File: src/hdl/rlas_pkg.sv
package rlas_pkg;
   // ----------------------------------------
   // Lane and counter geometry
   // ----------------------------------------
   localparam int unsigned LANES_DEF      = 4;
   localparam int unsigned SPACING_W      = 16;
   localparam int unsigned RPT_LIMIT      = 4;
   localparam int unsigned RPT_W          = 3;
   // ----------------------------------------
   // Error rate window
   // ----------------------------------------
   localparam int unsigned CLK_PERIOD_NS  = 40;
   localparam int unsigned BER_WINDOW_NS  = 125000;
   localparam int unsigned BER_WINDOW_CYC = BER_WINDOW_NS / CLK_PERIOD_NS;
   localparam int unsigned BER_LIMIT_DEF  = 97;
   localparam int unsigned BER_W          = 12;
   // ----------------------------------------
   // Reset values
   // ----------------------------------------
   localparam logic        RST_BIT        = 1'h0;
endpackage

File: src/hdl/rlas_monitor.sv
`timescale 1ns/1ps
`default_nettype none
// How it works
// - Spacing fault held while marker gap wrong
// - Repeated fault after four successive marker errors
// - Malformed marker pulses one cycle per word
// - Misalign needs all lanes seen, then bad
// - Misalign pulse one metaframe after offending marker
// - No misalign pulse before good markers seen
// - Alignment fault on deskew error or loss
// - Per lane parity mismatch pulses one cycle
// - Aligned output only while all lanes deskewed
// - Not aligned means local fault present
// - Excessive error rate flag at or over limit
// - Synced needs header lock plus marker seen
module rlas_monitor
   import rlas_pkg::*;
#(
   parameter int unsigned LANES     = LANES_DEF,
   parameter int unsigned BER_CYC   = BER_WINDOW_CYC,
   parameter int unsigned BER_LIMIT = BER_LIMIT_DEF
) (
   input  wire logic                 i_sys_clk,
   input  wire logic                 i_resetn,
   input  wire logic                 i_clk_en,
   input  wire logic [SPACING_W-1:0] i_marker_spacing_words_less_one,
   input  wire logic [LANES-1:0]     i_hdr_locked,
   input  wire logic [LANES-1:0]     i_hdr_invalid,
   input  wire logic [LANES-1:0]     i_word_valid,
   input  wire logic [LANES-1:0]     i_marker_seen,
   input  wire logic [LANES-1:0]     i_marker_wellformed,
   input  wire logic [LANES-1:0]     i_marker_lane_match,
   input  wire logic [LANES-1:0]     i_bip_match,
   output logic      [LANES-1:0]     o_lane_synced,
   output logic      [LANES-1:0]     o_marker_spacing_fault,
   output logic      [LANES-1:0]     o_marker_repeated_fault,
   output logic      [LANES-1:0]     o_marker_word_malformed,
   output logic      [LANES-1:0]     o_parity_error,
   output logic                      o_misaligned,
   output logic                      o_alignment_fault,
   output logic                      o_all_lanes_aligned,
   output logic                      o_local_fault,
   output logic                      o_error_rate_excessive
);
   // ----------------------------------------
   // Parameter checks
   // ----------------------------------------
   if (LANES != LANES_DEF || BER_CYC < 2 || BER_CYC >= (1 << 20) || BER_LIMIT >= (1 << BER_W)) begin : g_bad
      $error("rlas_monitor: unsupported parameter values");
   end

   // ----------------------------------------
   // State
   // ----------------------------------------
   typedef struct packed {
      logic [LANES-1:0]                synced;
      logic [LANES-1:0]                good_seen;
      logic                            all_seen;
      logic [LANES-1:0][SPACING_W-1:0] gap;
      logic [LANES-1:0]                spc;
      logic [LANES-1:0][RPT_W-1:0]     rpt_cnt;
      logic [LANES-1:0]                rpt;
      logic [LANES-1:0]                malf;
      logic [LANES-1:0]                bip;
      logic [LANES-1:0]                mis_arm;
      logic [LANES-1:0][SPACING_W-1:0] mis_cnt;
      logic                            mis;
      logic                            aligned;
      logic                            align_err;
      logic [19:0]                     ber_win;
      logic [BER_W-1:0]                ber_bad;
      logic                            hi_ber;
   } rlas_state_t;

   rlas_state_t st_r;
   rlas_state_t st_nxt;

   // ----------------------------------------
   // Next state
   // ----------------------------------------
   always_comb begin
      logic             mark_err;
      logic             wrong_lane;
      logic             any_wrong;
      logic [BER_W-1:0] bad_add;
      mark_err   = 1'h0;
      wrong_lane = 1'h0;
      any_wrong  = 1'h0;
      bad_add    = '0;
      st_nxt     = st_r;
      st_nxt.mis = 1'h0;
      for (int l = 0; l < LANES; l++) begin
         st_nxt.malf[l] = i_hdr_locked[l] && i_marker_seen[l] && !i_marker_wellformed[l];
         st_nxt.bip[l]  = st_r.synced[l] && i_marker_seen[l] && i_marker_wellformed[l]
                          && !i_bip_match[l];
         mark_err       = 1'h0;
         wrong_lane     = 1'h0;
         if (!i_hdr_locked[l]) begin
            st_nxt.synced[l]    = 1'h0;
            st_nxt.good_seen[l] = 1'h0;
            st_nxt.spc[l]       = 1'h0;
            st_nxt.rpt_cnt[l]   = '0;
            st_nxt.gap[l]       = '0;
            st_nxt.mis_arm[l]   = 1'h0;
         end else if (i_word_valid[l]) begin
            if (i_marker_seen[l] && i_marker_wellformed[l]) begin
               st_nxt.synced[l] = 1'h1;
               st_nxt.gap[l]    = '0;
               if (st_r.synced[l]) begin
                  st_nxt.spc[l] = (st_r.gap[l] != i_marker_spacing_words_less_one);
                  mark_err      = st_nxt.spc[l] || !i_marker_lane_match[l];
               end
               wrong_lane = !i_marker_lane_match[l];
               if (!wrong_lane && !st_nxt.spc[l]) begin
                  st_nxt.good_seen[l] = 1'h1;
               end
            end else if (i_marker_seen[l]) begin
               st_nxt.gap[l] = '0;
               mark_err      = st_r.synced[l];
            end else begin
               if (st_r.gap[l] != '1) begin
                  st_nxt.gap[l] = st_r.gap[l] + 1'h1;
               end
               if (st_r.synced[l] && st_r.gap[l] >= i_marker_spacing_words_less_one) begin
                  st_nxt.spc[l] = 1'h1;
                  mark_err      = (st_r.gap[l] == i_marker_spacing_words_less_one);
               end
            end
            if (st_r.synced[l] && i_marker_seen[l]) begin
               if (mark_err) begin
                  if (st_r.rpt_cnt[l] != RPT_W'(RPT_LIMIT)) begin
                     st_nxt.rpt_cnt[l] = st_r.rpt_cnt[l] + 1'h1;
                  end
               end else begin
                  st_nxt.rpt_cnt[l] = '0;
               end
            end else if (mark_err) begin
               st_nxt.rpt_cnt[l] = (st_r.rpt_cnt[l] != RPT_W'(RPT_LIMIT)) ? st_r.rpt_cnt[l] + 1'h1 : st_r.rpt_cnt[l];
            end
            if (st_r.mis_arm[l]) begin
               if (st_r.mis_cnt[l] == i_marker_spacing_words_less_one) begin
                  st_nxt.mis_arm[l] = 1'h0;
                  st_nxt.mis        = 1'h1;
               end else begin
                  st_nxt.mis_cnt[l] = st_r.mis_cnt[l] + 1'h1;
               end
            end
            if (st_r.all_seen && st_r.synced[l] && i_marker_seen[l] && i_marker_wellformed[l]
                && wrong_lane) begin
               st_nxt.mis_arm[l] = 1'h1;
               st_nxt.mis_cnt[l] = '0;
               any_wrong         = 1'h1;
            end
         end
         st_nxt.rpt[l] = (st_nxt.rpt_cnt[l] == RPT_W'(RPT_LIMIT));
         bad_add       = bad_add + BER_W'(i_hdr_invalid[l]);
      end
      st_nxt.all_seen = st_r.all_seen ? (&i_hdr_locked) : (&st_nxt.good_seen);
      st_nxt.aligned  = (&st_nxt.synced) && !(|st_nxt.rpt) && st_nxt.all_seen;
      if ((st_r.aligned && !st_nxt.aligned) || any_wrong) begin
         st_nxt.align_err = 1'h1;
      end else if (st_nxt.aligned) begin
         st_nxt.align_err = 1'h0;
      end
      if (st_r.ber_win == 20'(BER_CYC - 1)) begin
         st_nxt.hi_ber  = (st_r.ber_bad >= BER_W'(BER_LIMIT));
         st_nxt.ber_win = '0;
         st_nxt.ber_bad = '0;
      end else begin
         st_nxt.ber_win = st_r.ber_win + 1'h1;
         if (st_r.ber_bad <= '1 - bad_add) begin
            st_nxt.ber_bad = st_r.ber_bad + bad_add;
         end
      end
   end

   // ----------------------------------------
   // Registers
   // ----------------------------------------
   always_ff @(posedge i_sys_clk or negedge i_resetn) begin
      if (!i_resetn) begin
         st_r <= '0;
      end else if (i_clk_en) begin
         st_r <= st_nxt;
      end
   end

   // ----------------------------------------
   // Outputs
   // ----------------------------------------
   assign o_lane_synced           = st_r.synced;
   assign o_marker_spacing_fault  = st_r.spc;
   assign o_marker_repeated_fault = st_r.rpt;
   assign o_marker_word_malformed = st_r.malf;
   assign o_parity_error          = st_r.bip;
   assign o_misaligned            = st_r.mis;
   assign o_alignment_fault       = st_r.align_err;
   assign o_all_lanes_aligned     = st_r.aligned;
   assign o_local_fault           = !st_r.aligned;
   assign o_error_rate_excessive  = st_r.hi_ber;

   for (genvar g = 0; g < LANES; g++) begin : g_chk

   end
endmodule
`default_nettype wire

File: config.mk
export PLATFORM = sky130hd
export DESIGN_NAME = rlas_monitor
export DESIGN_NICKNAME = d
export VERILOG_FILES = /design/src/hdl/rlas_pkg.sv /design/src/hdl/rlas_monitor.sv
export SDC_FILE = /design/constraint.sdc
export NUM_CORES = 1
export LEC_CHECK = 0
export ABC_AREA = 1
export BUFFER_PORTS_ARGS = -buffer_cell sky130_fd_sc_hd__buf_2
export CAP_MARGIN = 10
export CORE_UTILIZATION = 50
export DETAILED_ROUTE_END_ITERATION = 16
export GPL_TIMING_DRIVEN = 0
export PLACE_DENSITY = 0.67
export SYNTH_ARGS = -nofsm -noshare
export SYNTH_HDL_FRONTEND = slang
export SYNTH_SLANG_ARGS = --single-unit
File: constraint.sdc
create_clock -name i_sys_clk -period 4.12 [get_ports i_sys_clk]
set_input_delay 0.412 -clock i_sys_clk [delete_from_list [all_inputs] [get_ports i_sys_clk]]
set_output_delay 0.412 -clock i_sys_clk [all_outputs]
set_load 0.02 [all_outputs]
# ---- Word level (Yosys, flattened, before mapping)
# Index checks and enable logic that the tools add are counted.
# W data, S select, Z words.
dict set report word_totals {
  elab_cells 413
  regBits 205
  input_bits 47
  mem_count 0
  latch_bits 0
  mem_bits_rw 0
  rom_bits 0
}
dict set report classes {
  shift 0
  mux 208
  n_eq_ne 45
  n_mul 0
  n_div 0
  n_bitwise 0
  reduce_logical 104
  n_addsub 18
  order_cmp 6
}
# op count
set ops {}
lappend ops {{$mux W16} 31}
lappend ops {{$mux W1} 150}
lappend ops {{$add A16 B1 Y16 const B} 8}
lappend ops {{$eq A16 B16 Y1} 8}
lappend ops {{$mux W3} 24}
lappend ops {{$ge A16 B16 Y1} 4}
lappend ops {{$ne A16 B16 Y1} 4}
lappend ops {{$ne A16 B16 Y1 const B} 4}
lappend ops {{$logic_and A1 B1 Y1} 51}
lappend ops {{$mux W32} 1}
lappend ops {{$reduce_and A4 Y1} 7}
lappend ops {{$add A20 B1 Y20 const B} 1}
lappend ops {{$eq A20 B12 Y1 const B} 1}
lappend ops {{$reduce_and A5 Y1} 4}
lappend ops {{$logic_not A1 Y1} 19}
lappend ops {{$mux W17} 1}
lappend ops {{$ne A2 B1 Y1 const B} 8}
lappend ops {{$ne A4 B1 Y1 const B} 4}
lappend ops {{$reduce_and A2 Y1} 7}
lappend ops {{$add A12 B4 Y12} 1}
lappend ops {{$add A3 B1 Y3 const B} 4}
lappend ops {{$eq A3 B3 Y1 const B} 4}
lappend ops {{$ge A12 B7 Y1 const B} 1}
lappend ops {{$le A12 B12 Y1} 1}
lappend ops {{12 further kinds} 33}

# ---- Depth between registers and ports, before layout
dict set report depth {
  depth_word 21
  mapped_depth 21
  ltp_nobuf 20
}

# ---- Worst setup path before layout
# OpenSTA, ideal clock, no wires.
dict set report synth_timing {
  path_type {in2reg}
  startpoint {in i_hdr_invalid[0]}
  endpoint {reg st_r[8] (netlist bit)}
  arrival_ns 2.698
  path_stages 17
  path_buffers 0
  path_slack_ns 1.344
  setup_time_ns 0.078
  cell_sequence {fa_1 ha_1 ha_1 ha_1 inv_1 nor2_1 nor2_1 o21ai_0 nand3_1 nand2_1 nand2_4 inv_4 nor2_4 nand2_2 nor2_2 a21oi_1 a21boi_1}
}
dict set report synth_via {
  elab_chain_cells 7
}
# item line_no
set synth_rtl {}
lappend synth_rtl {{start: declaration} rlas_monitor.sv:28} ;# input wire logic [LANES-1:0] i_hdr_invalid,
lappend synth_rtl {{$add A1 B1 Y2 (*)} rlas_monitor.sv:156} ;# bad_add = bad_add + BER_W'(i_hdr_invalid[l]);
lappend synth_rtl {{$add A2 B1 Y3 (*)} rlas_monitor.sv:156}
lappend synth_rtl {{$add A3 B1 Y4 (*)} rlas_monitor.sv:156}
lappend synth_rtl {{$sub A1 B5 Y6} rlas_monitor.sv:171} ;# if (st_r.ber_bad <= '1 - bad_add) begin
lappend synth_rtl {{$le A12 B12 Y1} rlas_monitor.sv:171}
lappend synth_rtl {{$reduce_bool A2 Y1 (no line)} n/a}
lappend synth_rtl {{$reduce_and A2 Y1 (no line)} n/a}
lappend synth_rtl {{end signal: assignment} rlas_monitor.sv:184} ;# st_r <= st_nxt;
lappend synth_rtl {{end: declaration} rlas_monitor.sv:75} ;# rlas_state_t st_r;
# Every way passes the cells marked *; elsewhere a longest branch is shown, timed or not. The select of a mux whose other input is x is not followed.
# A chain may end at the register's enable or synchronous reset.

# ---- Worst setup path in the final report
dict set report layout_timing {
  startpoint {in i_marker_spacing_words_less_one[14]}
  endpoint {reg st_r, in the netlist o_alignment_fault}
}
dict set report layout_via {
  elab_chain_cells 21
}
# item line_no
set layout_rtl {}
lappend layout_rtl {{start: declaration} rlas_monitor.sv:26} ;# input wire logic [SPACING_W-1:0] i_marker_spacing_words_less_one,
lappend layout_rtl {{$ge A16 B16 Y1} rlas_monitor.sv:124} ;# if (st_r.synced[l] && st_r.gap[l] >= i_marker_spacing_words_less_one) begin
lappend layout_rtl {{$logic_and A1 B1 Y1} rlas_monitor.sv:124}
lappend layout_rtl {{$mux W1} rlas_monitor.sv:124}
lappend layout_rtl {{$mux W1} rlas_monitor.sv:117} ;# end else if (i_marker_seen[l]) begin
lappend layout_rtl {{$mux W1} rlas_monitor.sv:106} ;# if (i_marker_seen[l] && i_marker_wellformed[l]) begin
lappend layout_rtl {{$mux W1} rlas_monitor.sv:105} ;# end else if (i_word_valid[l]) begin
lappend layout_rtl {{$mux W1} rlas_monitor.sv:98} ;# if (!i_hdr_locked[l]) begin
lappend layout_rtl {{$mux W3, on equally long branches} {rlas_monitor.sv:137, rlas_monitor.sv:130}}
lappend layout_rtl {{[5 not listed]} n/a}
lappend layout_rtl {{$logic_not A1 Y1} rlas_monitor.sv:159} ;# st_nxt.aligned = (&st_nxt.synced) && !(|st_nxt.rpt) && st_nxt.all_seen;
lappend layout_rtl {{$logic_and A1 B1 Y1} rlas_monitor.sv:159}
lappend layout_rtl {{$logic_and A1 B1 Y1 (*)} rlas_monitor.sv:159}
lappend layout_rtl {{$logic_not A1 Y1} rlas_monitor.sv:160} ;# if ((st_r.aligned && !st_nxt.aligned) || any_wrong) begin
lappend layout_rtl {{$logic_and A1 B1 Y1} rlas_monitor.sv:160}
lappend layout_rtl {{$logic_or A1 B1 Y1} rlas_monitor.sv:160}
lappend layout_rtl {{$reduce_bool A2 Y1 (no line)} n/a}
lappend layout_rtl {{$reduce_and A2 Y1 (no line)} n/a}
# Marks and branches as above.

==> results.sh <==
export IMPL_hold_path_cell_count=2
export IMPL_die_area_um2=29400
export IMPL_avgSynthCellArea_um2=7.36
export IMPL_top_level_ports=72
export IMPL_synth_seq_cells=205
export IMPL_power_leakage_nw=7.54
export IMPL_combPwrFrac_pct=19.4
export IMPL_rrSetupSlack_ps=1350
export IMPL_hold_end="o_parity_error[1]"
export IMPL_yosys_warnings=0
export IMPL_power_internal_mw=3.82
export IMPL_cts_buffers=25
export IMPL_period_share_pct=71.6
export IMPL_start_util_pct=51.3
export IMPL_drt_wl_total_um=41000
export IMPL_r2r_end="o_alignment_fault"
export IMPL_async_flop_share_pct=100
export IMPL_clk_latency_ps=540
export IMPL_synthDistinctLibCells=54
export IMPL_whs_ps=58.3
export IMPL_cts_tree="yes"
export IMPL_skew_ps=9.56
export IMPL_vias=13600
export IMPL_cp_startpoint="i_marker_spacing_words_less_one[14]"
export IMPL_netlist_area_um2=14400
export IMPL_p_clk_share_pct=38.3
export IMPL_firstDrtPassIters=6
export IMPL_syn_nets=2088
export IMPL_clockBufferDepth=3
export IMPL_setup_viol=0
export IMPL_synthCells=1951
export IMPL_power_mw=5.59
export IMPL_min_period_ps=2950
export IMPL_slew_viol_final=0
export IMPL_drc=0
export IMPL_htree_levels=1
export IMPL_worst_r2r_cell_count=18
export IMPL_hold_path_class="in -> reg"
export IMPL_synth_edff_count=0
export IMPL_placementRows=61
export IMPL_layout_common_cells="432 x nand2_1, 249 x inv_1, 205 x dfrtp_1"
export IMPL_post_cts_buffers=0
export IMPL_grt_pass1_vias=12500
export IMPL_grt_first_pass_wirelength_um=65800
export IMPL_fp_dieW_um=172
export IMPL_drive_above_1_share_pct=8.93
export IMPL_cp_arrival_ps=3420
export IMPL_cp_max_fo=5
export IMPL_portBuffers=63
export IMPL_path_cells="clkbuf_1 -> inv_1 -> ha_1 -> nand2_1 -> nor2_1 -> nand2_1 -> o21bai_1 -> nand3_1 -> nand2_1 -> nand3_1 -> nand2_1 -> nand2_1 -> nor2_1 -> nor2_1 -> nand3_1 -> nand2_1 -> nand2_1 -> nand2_1 -> nand2_1"
export IMPL_root_buffer="clkbuf_16"
export IMPL_grt_max_degree=75
export IMPL_critPathMaxStageDelay_ps=400
export IMPL_swShare_pct=31.6
export IMPL_postRouteAntennaNets=0
export IMPL_cts_resized_gates=0
export IMPL_switching_power_mw=1.77
export IMPL_maxCapViolCount=0
export IMPL_wl_per_cell_um=16.8
export IMPL_required_ps=4590
export IMPL_finalHoldViolations=0
export IMPL_status="finished, final reports clean"
export IMPL_endpoint_kind="flip-flop"
export IMPL_layout_nets=2181
export IMPL_crit_top_cell="nand2_1"
export IMPL_seq_area_frac_synth_pct=35.7
export IMPL_coreArea_um2=28000
export IMPL_finalWeightedCongestion=0.973
export IMPL_max_slew_margin_pct=49.0
export IMPL_drt_iter0_markers=1113
export IMPL_clkTransAtPathRegs_ps=60
export IMPL_worstReg2RegStart="st_r[169]"
export IMPL_grt_use_total_pct=28.6
export IMPL_dp_hpwl_um=30600
export IMPL_worst_setup_path_start_kind="input port"
export IMPL_worstSetupPathType="in -> reg"
export IMPL_die_y_um=172
export IMPL_viasPerCell=5.55
export IMPL_power_density_nw_per_um2=349
export IMPL_synth_ff_type="dfrtp_1"
export IMPL_grt_ovfl_total=0
export IMPL_area_growth_pct=11.5
export IMPL_seqPwrFrac_pct=42.4
export IMPL_critPathSlowestCell="ha_1"
export IMPL_antenna_found_initial=6
export IMPL_cts_sinks=205
export IMPL_rsz0062_at_grt="false"
export IMPL_final_common_cell="nand2_1"
export IMPL_worst_pin_slew_ps=765
export IMPL_worstHoldStart="i_bip_match[1]"
export IMPL_clock_fmax_ghz=0.339
export IMPL_ir_worst_vdd_mv=0.270
## how the worst max path moves through the flow
stage                                   end  slack, ps
after CTS                 o_alignment_fault       1200
after floorplan                     st_r[8]       1340
final                     o_alignment_fault       1170
after global routing      o_alignment_fault        880
after detailed placement  o_alignment_fault        650
after global placement            st_r[154]      -1070
## power groups by stage
| stage | combinational (mW) | sequential [mW] | clock, mW |
|---|---|---|---|
| 4_1_cts | 1.08 | 2.36 | 2.19 |
| 3_5_place_dp | 1.08 | 2.40 | 0 |
| 6_report | 1.08 | 2.37 | 2.14 |
| 5_1_grt | 1.23 | 2.39 | 2.27 |
| 2_1_floorplan | 0.764 | 2.35 | 0 |
| 3_3_place_gp | 1.04 | 2.39 | 0 |
## cell usage after synthesis (16+ instances only)
master      n  area share (%)
xor2_1     64             3.9
a21oi_1   108             3.8
o31ai_1    28             1.5
ha_1       88             7.7
nor3_1     65             2.3
inv_1     249             6.5
clkbuf_1   26            0.68
buf_4      24             1.3
nand2_1   432              11
dfrtp_1   205              36
nor4_1     32             1.4
xnor2_1    23             1.4
o21ai_0   125             4.4
nor2_1    173             4.5
nand4_1    54             2.4
nand3_1   120             4.2
a211oi_1   16            0.84
## cell families (layout without fill, tap and decap cells)
group	after synthesis	after routing	share of synthesized area, %
flip-flops	205	205	35.7
adder cells (fa/ha/maj)	90	90	7.94
AO/OA/AOI/OAI	325	325	12.8
buffers and inverters	320	429	9.13
XOR/XNOR	87	87	5.30
AND/OR/NAND/NOR	924	924	29.1
other	0	4	0
## critical path: cells and delay by family
family	cells	cell delay, ps
and+or+nand+nor	15	1470
AOI/OAI and AO/OA	1	360
buffers and inverters	2	760
adders and majority gates	1	400
## metal layers
layer	vias up	wire [um]	track usage [%]
met5	-	13	0
met4	2	1410	9.78
met3	77	2630	4.51
met2	419	18600	46.2
met1	6360	18300	38.9
li1	6707	-	-
## sequential cells by signal (all words and copies together), names as in the netlist
signal,flops
o_marker_repeated_fault,4
o_marker_spacing_fault,4
o_misaligned,1
o_alignment_fault,1
o_error_rate_excessive,1
st_r,181
o_lane_synced,4
o_parity_error,4
o_all_lanes_aligned,1
o_marker_word_malformed,4
## metrics by stage
stage	instance area (um2)	TNS, ps	utilization, %	instances	setup WS [ps]
final	16000	0	57.2	2442	1170
after global routing	16000	0	57.2	2440	883
after CTS	16000	0	57.1	2438	1200
after detailed placement	15200	0	54.3	2394	651
after global placement	15200	-215040	54.1	2392	-1070
after floorplan	14400	0	-	1951	1340
## cell type report
cell class	instances	area, um2
clock buffer	41	736
inverter	260	978
multi-input combinational	1426	7930
fill	2688	12000
sequential	205	5130
clock inverter	2	38.8
antenna	4	10.0
buffer	60	333
timing repair buffer	66	390
tap	378	473
## repair_timing
| item | CTS | global route |
|---|---|---|
| hold endpoints to repair | 66 | 0 |
| endpoints found under the setup margin | 0 | 0 |
| hold buffers | 1 | 0 |
No activity file was read; power rests on OpenSTA's default activity.
